===== src/hdl/vpr_pkg.sv =====
// constants, carriers and helpers shared by the voltage-mode amplitude regulator
package vpr_pkg;

    // chopper period in half clock cycles, one per frequency code
    localparam logic [10:0] CHOP_HALF_00 = 11'h400;
    localparam logic [10:0] CHOP_HALF_01 = 11'h2AB;
    localparam logic [10:0] CHOP_HALF_10 = 11'h200;
    localparam logic [10:0] CHOP_HALF_11 = 11'h19A;
    localparam logic [10:0] CHOP_HALF_INC = 11'h002;

    // blanking interval in clock cycles, one per blank code
    localparam logic [5:0]  BLANK_00 = 6'h10;
    localparam logic [5:0]  BLANK_01 = 6'h18;
    localparam logic [5:0]  BLANK_10 = 6'h20;
    localparam logic [5:0]  BLANK_11 = 6'h28;

    localparam logic [7:0]  AMP_MAX      = 8'hFF;
    localparam logic [7:0]  AMP_MIN_REG  = 8'h01;
    localparam logic [7:0]  SINE_PEAK    = 8'hF8;
    localparam int          VEL_SHIFT    = 8;
    localparam int          GAIN_SHIFT   = 3;
    localparam logic [2:0]  FS_PER_GRAD  = 3'h7;
    localparam logic [7:0]  LEARN_OFS_RST  = 8'h24;
    localparam logic [7:0]  LEARN_GRAD_RST = 8'h0E;
    localparam logic signed [9:0] SCALE_POS_MAX = 10'sh0FF;
    localparam logic signed [9:0] SCALE_NEG_MAX = -10'sh0FF;

    typedef struct packed {
        logic       autoscale_en;
        logic       autograd_en;
        logic       freewheel_en;
        logic [1:0] chopper_frequency_select;
        logic [1:0] blank_time_select;
        logic [7:0] regulator_gain;
        logic [7:0] manual_amplitude_offset;
        logic [7:0] manual_velocity_gradient;
    } vpr_cfg_t;

    typedef struct packed {
        logic [7:0] total_drive_amplitude;
        logic [7:0] learned_offset;
        logic [7:0] learned_gradient;
        logic [7:0] sine_peak;
        logic       amplitude_saturated;
        logic       regulating;
    } vpr_status_t;

    function automatic logic [10:0] chop_half(input logic [1:0] sel);
        case (sel)
            2'h0:    chop_half = CHOP_HALF_00;
            2'h1:    chop_half = CHOP_HALF_01;
            2'h2:    chop_half = CHOP_HALF_10;
            default: chop_half = CHOP_HALF_11;
        endcase
    endfunction

    function automatic logic [5:0] blank_cycles(input logic [1:0] sel);
        case (sel)
            2'h0:    blank_cycles = BLANK_00;
            2'h1:    blank_cycles = BLANK_01;
            2'h2:    blank_cycles = BLANK_10;
            default: blank_cycles = BLANK_11;
        endcase
    endfunction

    // saturate a signed sum into the 8-bit amplitude range
    function automatic logic [7:0] clamp_u8(input logic signed [19:0] v);
        if (v < 20'sh0) begin
            clamp_u8 = 8'h00;
        end else if (v > 20'sh000FF) begin
            clamp_u8 = AMP_MAX;
        end else begin
            clamp_u8 = v[7:0];
        end
    endfunction

endpackage


===== src/hdl/vpr_chop_timer.sv =====
// chopper period generator with blanked on-phase current sample strobe
`timescale 1ns/1ps
module vpr_chop_timer (
    input  wire logic       core_clk,
    input  wire logic       rst_n,
    input  wire logic [1:0] freq_sel,
    input  wire logic [1:0] blank_sel,
    input  wire logic [7:0] duty,
    output logic            pwm_on,
    output logic            period_start,
    output logic            sample_stb
);
    logic [10:0] acc;
    logic [10:0] next_acc;
    logic [5:0]  on_cnt;
    logic [5:0]  next_on_cnt;
    logic        sampled;
    logic        next_sampled;
    logic [10:0] half;
    logic [5:0]  blank;
    logic [18:0] thr;
    logic [11:0] acc_sum;
    logic [1:0]  samples_seen;
    logic [1:0]  next_samples_seen;

    always_comb begin
        half         = vpr_pkg::chop_half(freq_sel);
        blank        = vpr_pkg::blank_cycles(blank_sel);
        thr          = 19'(duty) * 19'(half);
        acc_sum      = 12'(acc) + 12'(vpr_pkg::CHOP_HALF_INC);
        period_start = acc_sum >= 12'(half);
        // fractional period: stepping by two half cycles gives 2/N of the clock  RQ16
        next_acc     = period_start ? 11'(acc_sum - 12'(half)) : acc_sum[10:0];
        pwm_on       = 11'(acc) < thr[18:8];
        sample_stb   = pwm_on && !sampled && on_cnt == blank - 6'h01;  // RQ5
        next_on_cnt  = period_start ? 6'h00 : (pwm_on && on_cnt != 6'h3F ? on_cnt + 6'h01 : on_cnt);
        next_sampled = period_start ? 1'b0 : (sampled | sample_stb);  // RQ19
        // strobe count per period, kept only for the check below
        next_samples_seen = period_start ? 2'h0 : samples_seen + {1'b0, sample_stb && samples_seen != 2'h3};
    end

    always_ff @(posedge core_clk) begin
        if (!rst_n) begin
            acc     <= 11'h000;
            on_cnt  <= 6'h00;
            sampled <= 1'b0;
            samples_seen <= 2'h0;
        end else begin
            acc     <= next_acc;
            on_cnt  <= next_on_cnt;
            sampled <= next_sampled;
            samples_seen <= next_samples_seen;
        end
    end
endmodule


===== src/hdl/vpr_regulator.sv =====
// voltage-mode chopper amplitude: current regulator and velocity feed-forward
// Requirements this block is written to
// RQ1: both automatic enables set means regulate coil current toward target.
// RQ2: sample current in on phase; proportional step, gain from regulator setting.
// RQ3: during tuning phase two the regulator also absorbs velocity changes.
// RQ4: software keeps regulator gain small, sized for fastest ramp.
// RQ5: current visible only after blanking in on phase; short duty stops regulation.
// RQ6: lower currents come from offset and gradient, learned or manual.
// RQ7: zero amplitude only with freewheel; regulated path floors above zero.
// RQ8: software keeps run current above limit until tuning completes.
// RQ9: software keeps run scale 8 to 31, uses sense range instead.
// RQ10: automatic amplitude off: amplitude from step interval, no feedback.
// RQ11: velocity mode selected only by serial configuration, never by straps.
// RQ12: total equals offset plus gradient times 256 over step interval.
// RQ13: 8-bit amplitude, sine peak 248; coil voltage is supply times amplitude/374.
// RQ14: learned offset and gradient readable for reuse as manual values.
// RQ15: lower limit also bounds following reference-input current reductions.
// RQ16: frequency code selects 2/1024, 2/683, 2/512, 2/410 of clock.
// RQ17: total amplitude saturates at 255 and flags it.
// RQ18: software starts tuning phase one at standstill with run scale.
// RQ19: learned amplitude updates at most once per chopper period.
// RQ20: total amplitude clamped to 0..255 before driving sine output.
`timescale 1ns/1ps
module vpr_regulator (
    input  wire logic                 core_clk,
    input  wire logic                 rst_n,
    input  wire vpr_pkg::vpr_cfg_t    cfg,
    input  wire logic [7:0]           target_current,
    input  wire logic [7:0]           coil_current,
    input  wire logic [19:0]          step_interval_measure,
    input  wire logic                 tuning_phase_one,
    input  wire logic                 tuning_phase_two,
    input  wire logic                 fullstep_pulse,
    output logic                      pwm_on,
    output vpr_pkg::vpr_status_t      status
);
    typedef enum logic [4:0] {
        VPR_ST_FF     = 5'b00001,
        VPR_ST_REG    = 5'b00010,
        VPR_ST_PH1    = 5'b00100,
        VPR_ST_PH2    = 5'b01000,
        VPR_ST_FROZEN = 5'b10000
    } vpr_state_t;

    vpr_state_t         state;
    vpr_state_t         next_state;
    logic signed [9:0]  scale_auto;
    logic signed [9:0]  next_scale_auto;
    logic [7:0]         learned_offset;
    logic [7:0]         next_learned_offset;
    logic [7:0]         learned_gradient;
    logic [7:0]         next_learned_gradient;
    logic [2:0]         fs_cnt;
    logic [2:0]         next_fs_cnt;
    logic [15:0]        vel_term;
    logic [15:0]        next_vel_term;
    logic [7:0]         total;
    logic [7:0]         next_total;
    logic [7:0]         peak;
    logic [7:0]         next_peak;
    logic               saturated;
    logic               next_saturated;
    logic               period_start;
    logic               sample_stb;
    logic               auto_mode;
    logic               freewheel_zero;
    logic signed [8:0]  err;
    logic signed [17:0] prod;
    logic signed [9:0]  delta;
    logic [7:0]         ofs_used;
    logic [7:0]         grad_used;
    logic signed [19:0] sum;
    logic [15:0]        peak_prod;

    // wide input: full error times gain 255 does not fit eleven bits
    function automatic logic signed [9:0] sat_scale(input logic signed [18:0] v);
        if (v > 19'(vpr_pkg::SCALE_POS_MAX)) begin
            sat_scale = vpr_pkg::SCALE_POS_MAX;
        end else if (v < 19'(vpr_pkg::SCALE_NEG_MAX)) begin
            sat_scale = vpr_pkg::SCALE_NEG_MAX;
        end else begin
            sat_scale = v[9:0];
        end
    endfunction

    function automatic logic [7:0] step_u8(input logic [7:0] v, input logic signed [9:0] dir);
        if (dir > 10'sh0 && v != vpr_pkg::AMP_MAX) begin
            step_u8 = v + 8'h01;
        end else if (dir < 10'sh0 && v != 8'h00) begin
            step_u8 = v - 8'h01;
        end else begin
            step_u8 = v;
        end
    endfunction

    vpr_chop_timer u_chop (
        .core_clk     (core_clk),
        .rst_n        (rst_n),
        .freq_sel     (cfg.chopper_frequency_select),
        .blank_sel    (cfg.blank_time_select),
        .duty         (total),
        .pwm_on       (pwm_on),
        .period_start (period_start),
        .sample_stb   (sample_stb)
    );

    // mode selection: only the configuration fields pick velocity mode
    always_comb begin
        auto_mode      = cfg.autoscale_en && cfg.autograd_en;  // RQ1 RQ11
        freewheel_zero = cfg.freewheel_en && target_current == 8'h00;  // RQ7
        if (!auto_mode) begin
            next_state = VPR_ST_FF;  // RQ10
        end else if (freewheel_zero) begin
            // hold the loop so a restart begins from the last good amplitude
            next_state = VPR_ST_FROZEN;
        end else if (tuning_phase_one) begin
            next_state = VPR_ST_PH1;
        end else if (tuning_phase_two) begin
            next_state = VPR_ST_PH2;
        end else begin
            next_state = VPR_ST_REG;
        end
    end

    // proportional loop, fed only by the blanked on-phase sample
    always_comb begin
        err                   = 9'(target_current) - 9'(coil_current);
        prod                  = 18'(err) * $signed({10'h000, cfg.regulator_gain});  // RQ2
        delta                 = sat_scale(19'(prod >>> vpr_pkg::GAIN_SHIFT));
        next_scale_auto       = scale_auto;
        next_learned_offset   = learned_offset;
        next_learned_gradient = learned_gradient;
        next_fs_cnt           = fs_cnt;
        case (state)
            VPR_ST_FF: begin
                next_scale_auto = 10'sh000;
                next_fs_cnt     = 3'h0;
            end
            VPR_ST_REG: begin
                if (sample_stb) begin
                    next_scale_auto = sat_scale(19'(scale_auto) + 19'(delta));  // RQ2 RQ19 RQ15
                end
            end
            VPR_ST_PH1: begin
                // standstill: the error belongs to the offset
                if (sample_stb) begin
                    next_learned_offset = step_u8(learned_offset, delta);  // RQ6
                end
            end
            VPR_ST_PH2: begin
                if (sample_stb) begin
                    next_scale_auto = sat_scale(19'(scale_auto) + 19'(delta));  // RQ3
                end
                if (fullstep_pulse) begin
                    next_fs_cnt = fs_cnt + 3'h1;
                    if (fs_cnt == vpr_pkg::FS_PER_GRAD) begin
                        next_learned_gradient = step_u8(learned_gradient, scale_auto);  // RQ3
                    end
                end
            end
            VPR_ST_FROZEN: begin
                next_scale_auto = scale_auto;
            end
            default: begin
                next_scale_auto = 10'sh000;
            end
        endcase
    end

    // amplitude path: offset plus gradient times 256 over step interval
    always_comb begin
        ofs_used  = auto_mode ? learned_offset : cfg.manual_amplitude_offset;  // RQ6
        grad_used = auto_mode ? learned_gradient : cfg.manual_velocity_gradient;
        // zero interval means standstill; a divide here would be meaningless
        if (step_interval_measure == 20'h00000) begin
            next_vel_term = 16'h0000;
        end else begin
            next_vel_term = 16'((20'(grad_used) << vpr_pkg::VEL_SHIFT) / step_interval_measure);  // RQ12
        end
        sum = 20'(ofs_used) + 20'(vel_term) + (auto_mode ? 20'(scale_auto) : 20'sh0);
        if (freewheel_zero) begin
            next_total = 8'h00;  // RQ7
        end else if (vpr_pkg::clamp_u8(sum) < vpr_pkg::AMP_MIN_REG) begin
            next_total = vpr_pkg::AMP_MIN_REG;  // RQ7
        end else begin
            next_total = vpr_pkg::clamp_u8(sum);  // RQ20 RQ17
        end
        next_saturated = next_total == vpr_pkg::AMP_MAX;  // RQ17
        peak_prod      = 16'(total) * 16'(vpr_pkg::SINE_PEAK);
        next_peak      = peak_prod[15:8];  // RQ13
    end

    always_ff @(posedge core_clk) begin
        if (!rst_n) begin
            state            <= VPR_ST_FF;
            scale_auto       <= 10'sh000;
            learned_offset   <= vpr_pkg::LEARN_OFS_RST;
            learned_gradient <= vpr_pkg::LEARN_GRAD_RST;
            fs_cnt           <= 3'h0;
            vel_term         <= 16'h0000;
            total            <= vpr_pkg::AMP_MIN_REG;
            peak             <= 8'h00;
            saturated        <= 1'b0;
        end else begin
            state            <= next_state;
            scale_auto       <= next_scale_auto;
            learned_offset   <= next_learned_offset;
            learned_gradient <= next_learned_gradient;
            fs_cnt           <= next_fs_cnt;
            vel_term         <= next_vel_term;
            total            <= next_total;
            peak             <= next_peak;
            saturated        <= next_saturated;
        end
    end

    always_comb begin
        status.total_drive_amplitude = total;
        status.learned_offset        = learned_offset;  // RQ14
        status.learned_gradient      = learned_gradient;  // RQ14
        status.sine_peak             = peak;
        status.amplitude_saturated   = saturated;
        status.regulating            = state != VPR_ST_FF;
    end
endmodule


===== config.mk =====
export PLATFORM = sky130hd
export DESIGN_NAME = vpr_regulator
export DESIGN_NICKNAME = d
export VERILOG_FILES = /design/src/hdl/vpr_pkg.sv /design/src/hdl/vpr_chop_timer.sv /design/src/hdl/vpr_regulator.sv
export SDC_FILE = /design/constraint.sdc
export NUM_CORES = 1
export LEC_CHECK = 0
export BUFFER_PORTS_ARGS = -buffer_cell sky130_fd_sc_hd__clkbuf_2
export CORE_AREA = 2 2 260 262
export DETAILED_ROUTE_END_ITERATION = 7
export DIE_AREA = 0 0 262 264
export PLACE_DENSITY_LB_ADDON = 0.3
export REMOVE_ABC_BUFFERS = 1
export SLEW_MARGIN = 20
export SYNTH_ARGS = -nofsm -noshare
export SYNTH_HDL_FRONTEND = slang
export SYNTH_HIERARCHICAL = 1
export SYNTH_SLANG_ARGS = --single-unit

===== constraint.sdc =====
create_clock -name core_clk -period 54.8 [get_ports core_clk]
set_clock_uncertainty 0.05 [all_clocks]
set_input_delay 10.96 -clock core_clk [delete_from_list [all_inputs] [get_ports core_clk]]
set_output_delay 10.96 -clock core_clk [all_outputs]
set_load 0.03 [all_outputs]

=== Word-level counts from Yosys, hierarchy flattened ===
Index checks and enable logic that the tools add are counted.

* Input port bits: 72
* Output and inout bits: 35
* Word-level logic and storage cells: 122
* Register bits after elaboration: 85

* Order comparisons: 13
* Divide/modulo/power cells: 1
* Multiplexer cells: 26
* Multiply operators: 3
* Equality and inequality tests: 18
* Reductions and logical operators: 30
* Bitwise operators: 4
* Add/subtract/negate cells: 13

{| class="wikitable"
|+ Operators by type and width
! kind !! number
|-
| $mux 8 || 11
|-
| $mux 10 || 5
|-
| $pmux 11 s3 || 1
|-
| $add 17x20->20 || 1
|-
| $div 16x20->20 || 1
|-
| $gt 10x1->1 const B || 2
|-
| $gt 20x9->1 const B || 1
|-
| $logic_not 20->1 || 1
|-
| $lt 10x1->1 const B || 2
|-
| $lt 20x1->1 const B || 1
|-
| $mux 20 || 1
|-
| $pmux 10 s2 || 1
|-
| $mul 8x11->19 || 1
|-
| $mul 9x9->18 || 1
|-
| $pmux 6 s3 || 1
|-
| $add 8x16->17 || 1
|-
| $add 8x1->8 const B || 2
|-
| $ne 8x8->1 const B || 2
|-
| $reduce_bool 8->1 || 2
|-
| $sub 8x1->8 const B || 2
|-
| $gt 15x9->1 const B || 1
|-
| $lt 15x9->1 const B || 1
|-
| $mul 8x5->13 const B || 1
|-
| $add 11x2->12 const B || 1
|-
| other kinds (43) || 64
|}

=== Longest topological paths before layout ===
Gate-level depths: netlist of the first run.

* Depth in word-level cells: 12
* Mapped depth: 174
* Gate-level depth less buffers: 159

=== Hierarchy ===
The synthesis of the first run kept the hierarchy.

{| class="wikitable"
|+ Modules (own cells, without submodules)
! module !! area an instance (um2) !! times used !! cells an instance !! seq. area each (um2)
|-
| vpr_regulator || 19929.1 || 1 || 2639 || 1341.3
|-
| vpr_chop_timer || 3734.8 || 1 || 443 || 360.3
|}

=== Worst setup path before layout of the first run ===
OpenSTA, ideal clock, no wires.

* Path kind: input to register
* Start: in step_interval_measure[0]
* End: reg vel_term[0]
* Cell stages on the path: 153
* Setup slack: 10.386 ns
* Data required time: 54.620 ns
* Arrival time: 44.234 ns
* Path buffers: 17
* Cell sequence: clkbuf_1 clkbuf_1 clkinv_1 ha_1 o211ai_1 o211ai_1 o211a_1 ha_1 or3_1 o22a_1 mux2i_1 nor2_1 ha_1 or3_1 o2111a_1 a311oi_4 nor4_1 or2_2 (+117 left out) o21ai_0 a21oi_1 nand2_1 nand2_1 clkbuf_1 o21ai_0 a31o_2 ha_1 nor2b_1 o21ai_0 nand2b_1 a21oi_1 nor2b_1 o21ai_0 nand2b_1 a21oi_1 o31ai_1 o2bb2ai_1

* Cells in the longest elaborated chain, start to end: 2

{| class="wikitable"
|+ RTL lines
! element !! line !! source
|-
| start, declared || vpr_regulator.sv:30 || <nowiki>input wire logic [19:0] step_interval_measure,</nowiki>
|-
| parallel branches: the longest is 2 deep, another holds $div 16x20->20 || n/a ||
|-
| end signal, assigned || vpr_regulator.sv:210 || <nowiki>vel_term <= next_vel_term;</nowiki>
|-
| end, declared || vpr_regulator.sv:55 || <nowiki>logic [15:0] vel_term;</nowiki>
|}

Several ways; the timed one is not identified.
A chain may end at the register's enable or synchronous reset.

=== Final worst setup path of the first run ===
Same ends and word-level chain as after synthesis.

==> results of run 1 <==
where the power goes:
part           internal, uW  total [uW]  switching, uW
combinational           354         842            488
clock                  41.0        70.2           29.2
sequential             68.1        74.4           6.24
path summary, 6_finish.rpt:
| kind | startpoint | endpoint | slack [ns] | cells after the start |
|---|---|---|---|---|
| max | step_interval_measure[0] | vel_term[0]$_SDFF_PP0_ | 3.57 | 142 |
| min | u_chop/sampled$_SDFF_PP0_ | u_chop/sampled$_SDFF_PP0_ | 0.41 | 2 |
| max reg2reg | learned_gradient[7]$_SDFFE_PN0P_ | vel_term[0]$_SDFF_PP0_ | 16.68 | 132 |
| min reg2reg | u_chop/sampled$_SDFF_PP0_ | u_chop/sampled$_SDFF_PP0_ | 0.41 | 2 |
layout by cell type (no fill, tap or decap), types with 16 or more instances in the layout:
cell type  count
xor2_1        74
a211oi_1      16
ha_1         386
nand4_1       43
nor2_1       230
nor2b_1       43
or2_2         25
nand2b_1      36
or3_1         40
nand3_1       68
buf_4         22
mux2_2        27
nor4_1        27
nand2_1      271
xnor2_1      130
and3_1        22
fa_1         128
mux2i_1       43
clkbuf_2     106
a21oi_1      224
o21a_1        50
a31oi_1       35
o211ai_1      30
nor3_1        82
and2_1        95
inv_1        307
a21boi_0      20
dfxtp_1       85
o31ai_1       21
o21bai_1      26
o21ai_0      129
a21o_1        82
layout make-up:
| cell class | instances | area (um^2) |
|---|---|---|
| fillers | 7014 | 41000 |
| multi-input cells | 2639 | 20600 |
| flip-flops and latches | 85 | 1700 |
| inverters | 309 | 1160 |
| well taps | 873 | 1090 |
| repair buffers | 128 | 696 |
| clock buffers | 10 | 229 |
| clock inverters | 6 | 100 |
per-layer routing:
metal  track usage  vias up
li1              -    11200
met1         0.279    10500
met2         0.344      509
met3        0.0201      107
met4        0.0507        0
met5             0        -
per-stage QoR:
step	std cells	area, um^2	hold WS [ns]	utilization	worst slack [ns]
floorplan	3033	23500	0.376	-	8.46
global placement	4034	25300	0.384	0.380	4.32
detailed placement	4034	25300	0.389	0.380	3.82
CTS	4050	25600	0.406	0.384	4.07
global route	4050	25600	0.452	0.385	0.652
finish	4050	25600	0.408	0.385	3.57
cells by family (layout without fill, tap and decap cells):
family	count (synthesis)	after routing	share of synthesized area
flip-flops	85	85	0.0719
AND/OR/NAND/NOR	1034	1034	0.218
multiplexers	72	72	0.0323
other	1	4	0.000158
buffers and inverters	361	453	0.0585
adder cells (fa/ha/maj)	514	514	0.312
XOR/XNOR	204	204	0.0755
AO/OA/AOI/OAI	811	811	0.232
worst register-to-register path, delay by kind of cell (launching register included):
family	cells	cell delay, ns
simple gates	32	7.82
buf+inv	4	0.83
mux	6	2.29
flops	1	0.39
fa+ha+maj	16	5.29
compound gates	74	21.28
registers in the layout, indices dropped and copies added (netlist names), 5 cells and up:
signal / flops
u_chop/on_cnt: 6
vel_term: 16
peak: 8
learned_gradient: 8
learned_offset: 8
u_chop/acc: 11
scale_auto: 10
total: 8
state: 5
==> impl_summary.md, run 1 <==
STA
Setup violations remaining at the end of the flow were counted as 0. In this run the tightest slew margin relative to its limit is 0.270. The number of pins exceeding their max-slew limit in the final report is 0. For this run, the top clock speed supported by timing is approximately 20 MHz. Setup repair after global routing left no endpoint under its margin.

The final-report hold violation count is 0. Of the available clock period, the critical path in the final layout requires 0.935. At the pin with the least slew margin, the transition time is between 1 and 1.5 ns. The time the worst path needs with I/O delays and setup is 51.23 ns. In the final timing run, aggregate negative setup slack is 0 ns.

Logic synthesis
The number of warnings reported in the yosys synthesis log is 6. The number of flops mapped to enable cells by yosys is 0. By area the synthesized netlist is led by ha_1, fa_1, dfxtp_1, inv_1, xnor2_1. The register bit count reported by yosys is 85. The post-synthesis cell area is approximately 0.024 mm^2. Of all cell types, the one taking the most synthesized area is ha_1.

The post-synthesis async set-or-reset flop share is 0. The cell count after synthesis is 3082. The top-area cell type share of the netlist area is 0.204. The flip-flop cell with the highest count after synthesis is dfxtp_1. The distinct cell type count after synthesis is roughly 110. ha_1 is the most common cell in the netlist. The synthesized area per cell is 7.68 um^2.

For this run, the register share of the synthesized area comes to 0.0719. Counting instances in the post-synthesis netlist gives the leading cell types as ha_1, inv_1, nand2_1.

Floorplan
Measured along the x axis, the die boundary spans roughly 260 um. The number of primary I/O pins is around 110. In this run the core area contains 95 standard-cell rows. The floorplan step defined a core boundary enclosing 0.0666 mm^2.

In this run the vertical extent of the chip is around 260 um. The floorplan step defined a die boundary enclosing between 0.06 and 0.07 mm^2. The starting density of the core is 0.356.

Critical path
The cell that appears most often on the critical path is ha_1. The slowest stage of the critical path is the o21ai_1 cell. The worst setup path is of the input port to flop kind. The largest single stage delay on the critical path is between 0.8 and 0.9 ns. The element type at the critical path end is a flop.

Together, buffers and inverters on the worst path number 6. In this run the worst path has a maximum fanout of 34. The family with the most delay on the worst path is compound AO/OA/AOI/OAI gates.

STA classifies the critical path startpoint as an input port. The critical path data arrival time is around 51 ns. The required time of the critical path is about 55 ns.

Hold path
The type of the tightest min-delay check is flop to flop.

Clocking
Post-CTS repair changed the size of 0 cells. The number of buffers between clock root and the deepest sink is 2. The number of hold buffers added after CTS was 0. After clock tree synthesis, the setup repair step added 0 buffers. The root buffer cell chosen for the clock tree is clkbuf_16.

The latest clock arrival within the worst-skew pair is approximately 0.36 ns. The TritonCTS clock tree is done. In this run the number of H-tree levels came out at 3. Clock tree synthesis inserted a total of 9 buffers. The number of sinks handled by clock tree synthesis is between 80 and 90. Clock-pin slew was measured on the worst setup and hold paths at 0.08 ns.

Routing
The highest metal layer used by the detailed router is met4. The number of vias in the routed layout is 22400. In the routed design, unresolved DRC markers number 0. The detailed router's first-iteration violation count is approximately 1600. The detail route stage leaves a number of antenna-violating nets equal to 0. In the detailed route, the total length drawn on met3 is about 3.2 mm. Dividing the detail-routed wire length by the instance count gives between 15 and 20 um. For this block, wires on met1 add up to ~33 mm. The final routed wirelength across all metal layers is roughly 72 mm. The number of detailed-routing iterations run before antenna repair is 6. The routed via count divided by cell count is 5.52.

Summed over all nets, wire length on met2 after detailed routing comes to 33.1 mm.

Global route
The via count of the first global-routing pass is approximately 22000. In the global route stage, overall resource usage came out at 0.205. The number of antenna violations at the first check in global routing was 0. The overall overflow remaining after global route is 0. The global-route wire length before repair is 115 mm. The largest net degree at the start of global routing is between 40 and 50.

Flow run
Across the run, the number of max-cap violations was 0.

Power
The leakage power summed over all cells is ~0.013 uW. The total power draw is about 1000 uW. Dividing total power by cell area gives a power density of ~39 mW/mm^2.

The largest vdd supply drop is just over 0.05 mV.

Layout
The fraction of layout cells with a size suffix above 1 is 0.0749. In the final design database the tool counted between 3000 and 4000 nets. 0 antenna diodes ended up in the layout. The layout overhead on the synthesized area is 8.19%.

Place
At the end of routability-driven placement, the weighted congestion stood at about 0.96. The detailed placement HPWL is 58.5 mm. The count of port buffers added during placement is roughly 110.

Outcome
The flow ran to the end, and the final reports show no timing, DRC or antenna violations.
Note: power is estimated with default switching activity, not from simulation.
==> run 2, diff against run 1 <==
--- a/config.mk
+++ b/config.mk
@@ -6,9 +6,9 @@
 export NUM_CORES = 1
 export LEC_CHECK = 0
 export BUFFER_PORTS_ARGS = -buffer_cell sky130_fd_sc_hd__clkbuf_2
-export CORE_AREA = 2 2 260 262
+export CORE_AREA = 2 2 197 345
 export DETAILED_ROUTE_END_ITERATION = 7
-export DIE_AREA = 0 0 262 264
+export DIE_AREA = 0 0 199 347
 export PLACE_DENSITY_LB_ADDON = 0.3
 export REMOVE_ABC_BUFFERS = 1
 export SLEW_MARGIN = 20
==> run 2 against run 1 <==
Effect of this change:
- setup slack gained 0.43 ns
- wire length grew 12%
- die area shrank 0.17%
- via count grew 4.0%
- critical path depth grew 4
- largest power group unchanged
==> impl_summary.md, run 2 (synthesis results as in run 1) <==
Clocking
Buffers inserted during clock tree synthesis total 9. For this design, the CTS-stage hold fixing added 0 buffers. In this run the clock root is driven by a clkbuf_16. The TritonCTS clock tree is done.

The tree built by TritonCTS fans out to between 80 and 90 sinks. The post-cts gate resize count is 0. The total setup buffers inserted after CTS is 0. The latest clock arrival within the worst-skew pair is ~0.37 ns. After clock tree synthesis, the clock-pin slew on the worst setup and hold paths is 0.06 ns.

The longest clock path from root to sink contains 2 buffers. The depth of the CTS H-tree is 3.

Floorplan
The horizontal extent of the die is approximately 200 um. The die covers 0.0691 mm^2. The starting density of the core is 0.358. Row generation in the floorplan step produced roughly 130 rows. The area inside the core boundary is ~0.066 mm^2. The number of primary I/O pins is 107.

The vertical die dimension is roughly 350 um.

Critical path
The required time of the critical path is roughly 55 ns. The cell that appears most often on the critical path is ha_1. In this design, the stage delay of the slowest critical-path cell is 0.81 ns.

The worst setup path is captured at a flop. For the worst setup path, the data arrival time is approximately 51 ns. Of all nets on the critical path, the largest fanout is 34.

The kind of start point of the critical path is an input port. Measured in cells, the most critical reg-to-reg path has a length of around 140. The category of the critical setup timing path is input port to flop. On the critical path, the stage with the largest delay is an instance of o21ai_1. The register-to-register path setup slack is 16.75 ns. The worst register-to-register path begins at learned_gradient[7]$_SDFFE_PN0P_. The start point of the critical path is step_interval_measure[0].

Power
The power share of the combinational group is 0.859. The share of total power in sequential cells is 0.075. Of the total power, the share spent switching nets is 0.535.

Of the total power, the clock network draws 0.066. The power per cell area is 38.7 mW/mm^2. The switching power is ~530 uW.

The largest vdd supply drop is about 0.059 mV. The leakage power summed over all cells is between 0.01 and 0.015 uW. The internal power of the cells totals roughly 460 uW.

STA
Setup violations remaining at the end of the flow were counted as 0. Summed over all failing endpoints, the final setup total negative slack is 0 ns. Setup repair after global routing left no endpoint under its margin. The final-report hold violation count is 0. Dividing the final minimum period by the clock period gives 0.927.

The actual transition at the worst max-transition pin is ~1.2 ns. The worst slew margin relative to its limit is 0.207. The number of pins exceeding their max-slew limit in the final report is 0. The final-layout worst hold slack is between 0.3 and 0.4 ns. The time the worst path needs with I/O delays and setup is slightly above 50 ns.

Timing would allow up to about 20 MHz.

Hold path
The worst hold path passes through 2 cells. The launch point of the worst hold path is u_chop/sampled$_SDFF_PP0_. The type of the tightest min-delay check is flop to flop.

Routing
Before antenna repair, the detailed router went through 5 iterations. Summing over every cut layer, the via total after detailed routing is approximately 23000. Dividing the detail-routed via count by the number of cells gives ~5.7.

The final routed wirelength across all metal layers is about 80 mm. The detailed router's first-iteration violation count is ~1200. The DRC violations left is 0. In this run the remaining antenna-violating nets after routing total 0.

Dividing the detail-routed wire length by the instance count gives ~20 um.

Layout
The most frequent standard cell in the layout excluding fill and tap cells is ha_1. The number of inserted filler cells in the final layout is 7021. The flip-flop count of the largest register, all copies and words added is 16. The area growth from synthesis to layout is 8.32%. The finished cells cover 0.0256 mm^2.

Measured on the finished design, the core utilization comes to 0.387. The final instance count without filler cells is roughly 4100. The largest registers in the layout are vel_term (16), u_chop/acc (11), scale_auto (10). More flip-flops sit in one register than any other, and that register is vel_term. The library cells used most frequently in the layout, excluding fill and tap cells, are ha_1, inv_1, nand2_1, nor2_1, a21oi_1. After the last flow step, the layout net total stands at ~3800. In the final layout, the share of cells above drive strength 1 is 0.0767. 0 antenna diodes ended up in the layout.

Global route
The via count of the first global-routing pass is roughly 24000. For this run the aggregate overflow at the end of global routing stands at 0. The first global-routing pass estimated 124 mm of wire. Entering global routing, the biggest net connects ~50 pins. The global-route usage over all layers is 0.231.

The number of antenna violations at the first check in global routing is 0.

Place
The count of port buffers added during placement is 106. The detailed placement HPWL is roughly 67 mm. Summing all placed instances gives a cell area of approximately 0.025 mm^2. In this run, placement finished with an instance count of between 4000 and 5000. The final RePlAce weighted congestion is approximately 1.

Flow run
Across the run, the number of max-cap violations was 0.

Outcome
The flow ran to the end, and the final reports show no timing, DRC or antenna violations.
run 2: area by class of cell:
type / count / area, um^2 / area share
Multi-Input combinational cell: 2639 / 20600 / 0.805
Sequential cell: 85 / 1700 / 0.0664
Inverter: 309 / 1160 / 0.0452
Tap cell: 889 / 1110 / 0.0434
Timing Repair Buffer: 132 / 726 / 0.0283
Clock buffer: 12 / 256 / 0.0100
Clock inverter: 4 / 55.1 / 0.00215
run 2: final timing paths:
path	end
worst max-delay path	vel_term[0]$_SDFF_PP0_
worst min-delay path	u_chop/sampled$_SDFF_PP0_
worst max register to register	vel_term[0]$_SDFF_PP0_
worst min register to register	u_chop/sampled$_SDFF_PP0_
run 2: power by group through the flow:
| stage | registers [uW] | clock network [uW] | logic, uW |
|---|---|---|---|
| 4_1_cts | 74.9 | 68.9 | 855 |
| 2_1_floorplan | 78.8 | 0 | 668 |
| 5_1_grt | 75.9 | 71.0 | 965 |
| 3_5_place_dp | 76.3 | 0 | 850 |
| 3_3_place_gp | 76.2 | 0 | 842 |
| 6_report | 74.7 | 65.7 | 853 |
run 2: stage by stage:
stage                     power, uW  worst slack [ns]
after floorplan                 747              8.46
after global placement          918              4.47
after detailed placement        926              3.80
after CTS                       998              4.13
after global routing           1110             0.846
final                           993              3.99
run 2: worst max-delay path: cells and delay by family:
kind | cells | cell delay [ns]
fa+ha+maj | 18 | 6.01
mux | 5 | 1.45
buf+inv | 5 | 1.31
compound gates | 80 | 21.75
simple gates | 38 | 9.39
run 2: metal layers:
layer  global-route usage  part of all wire  up-vias
met2                0.434              0.52      664
met5                    0                 0        -
met1                0.222              0.35    11000
li1                     -                 -    11200
met3               0.0321             0.042      342
met4                0.179             0.089        0
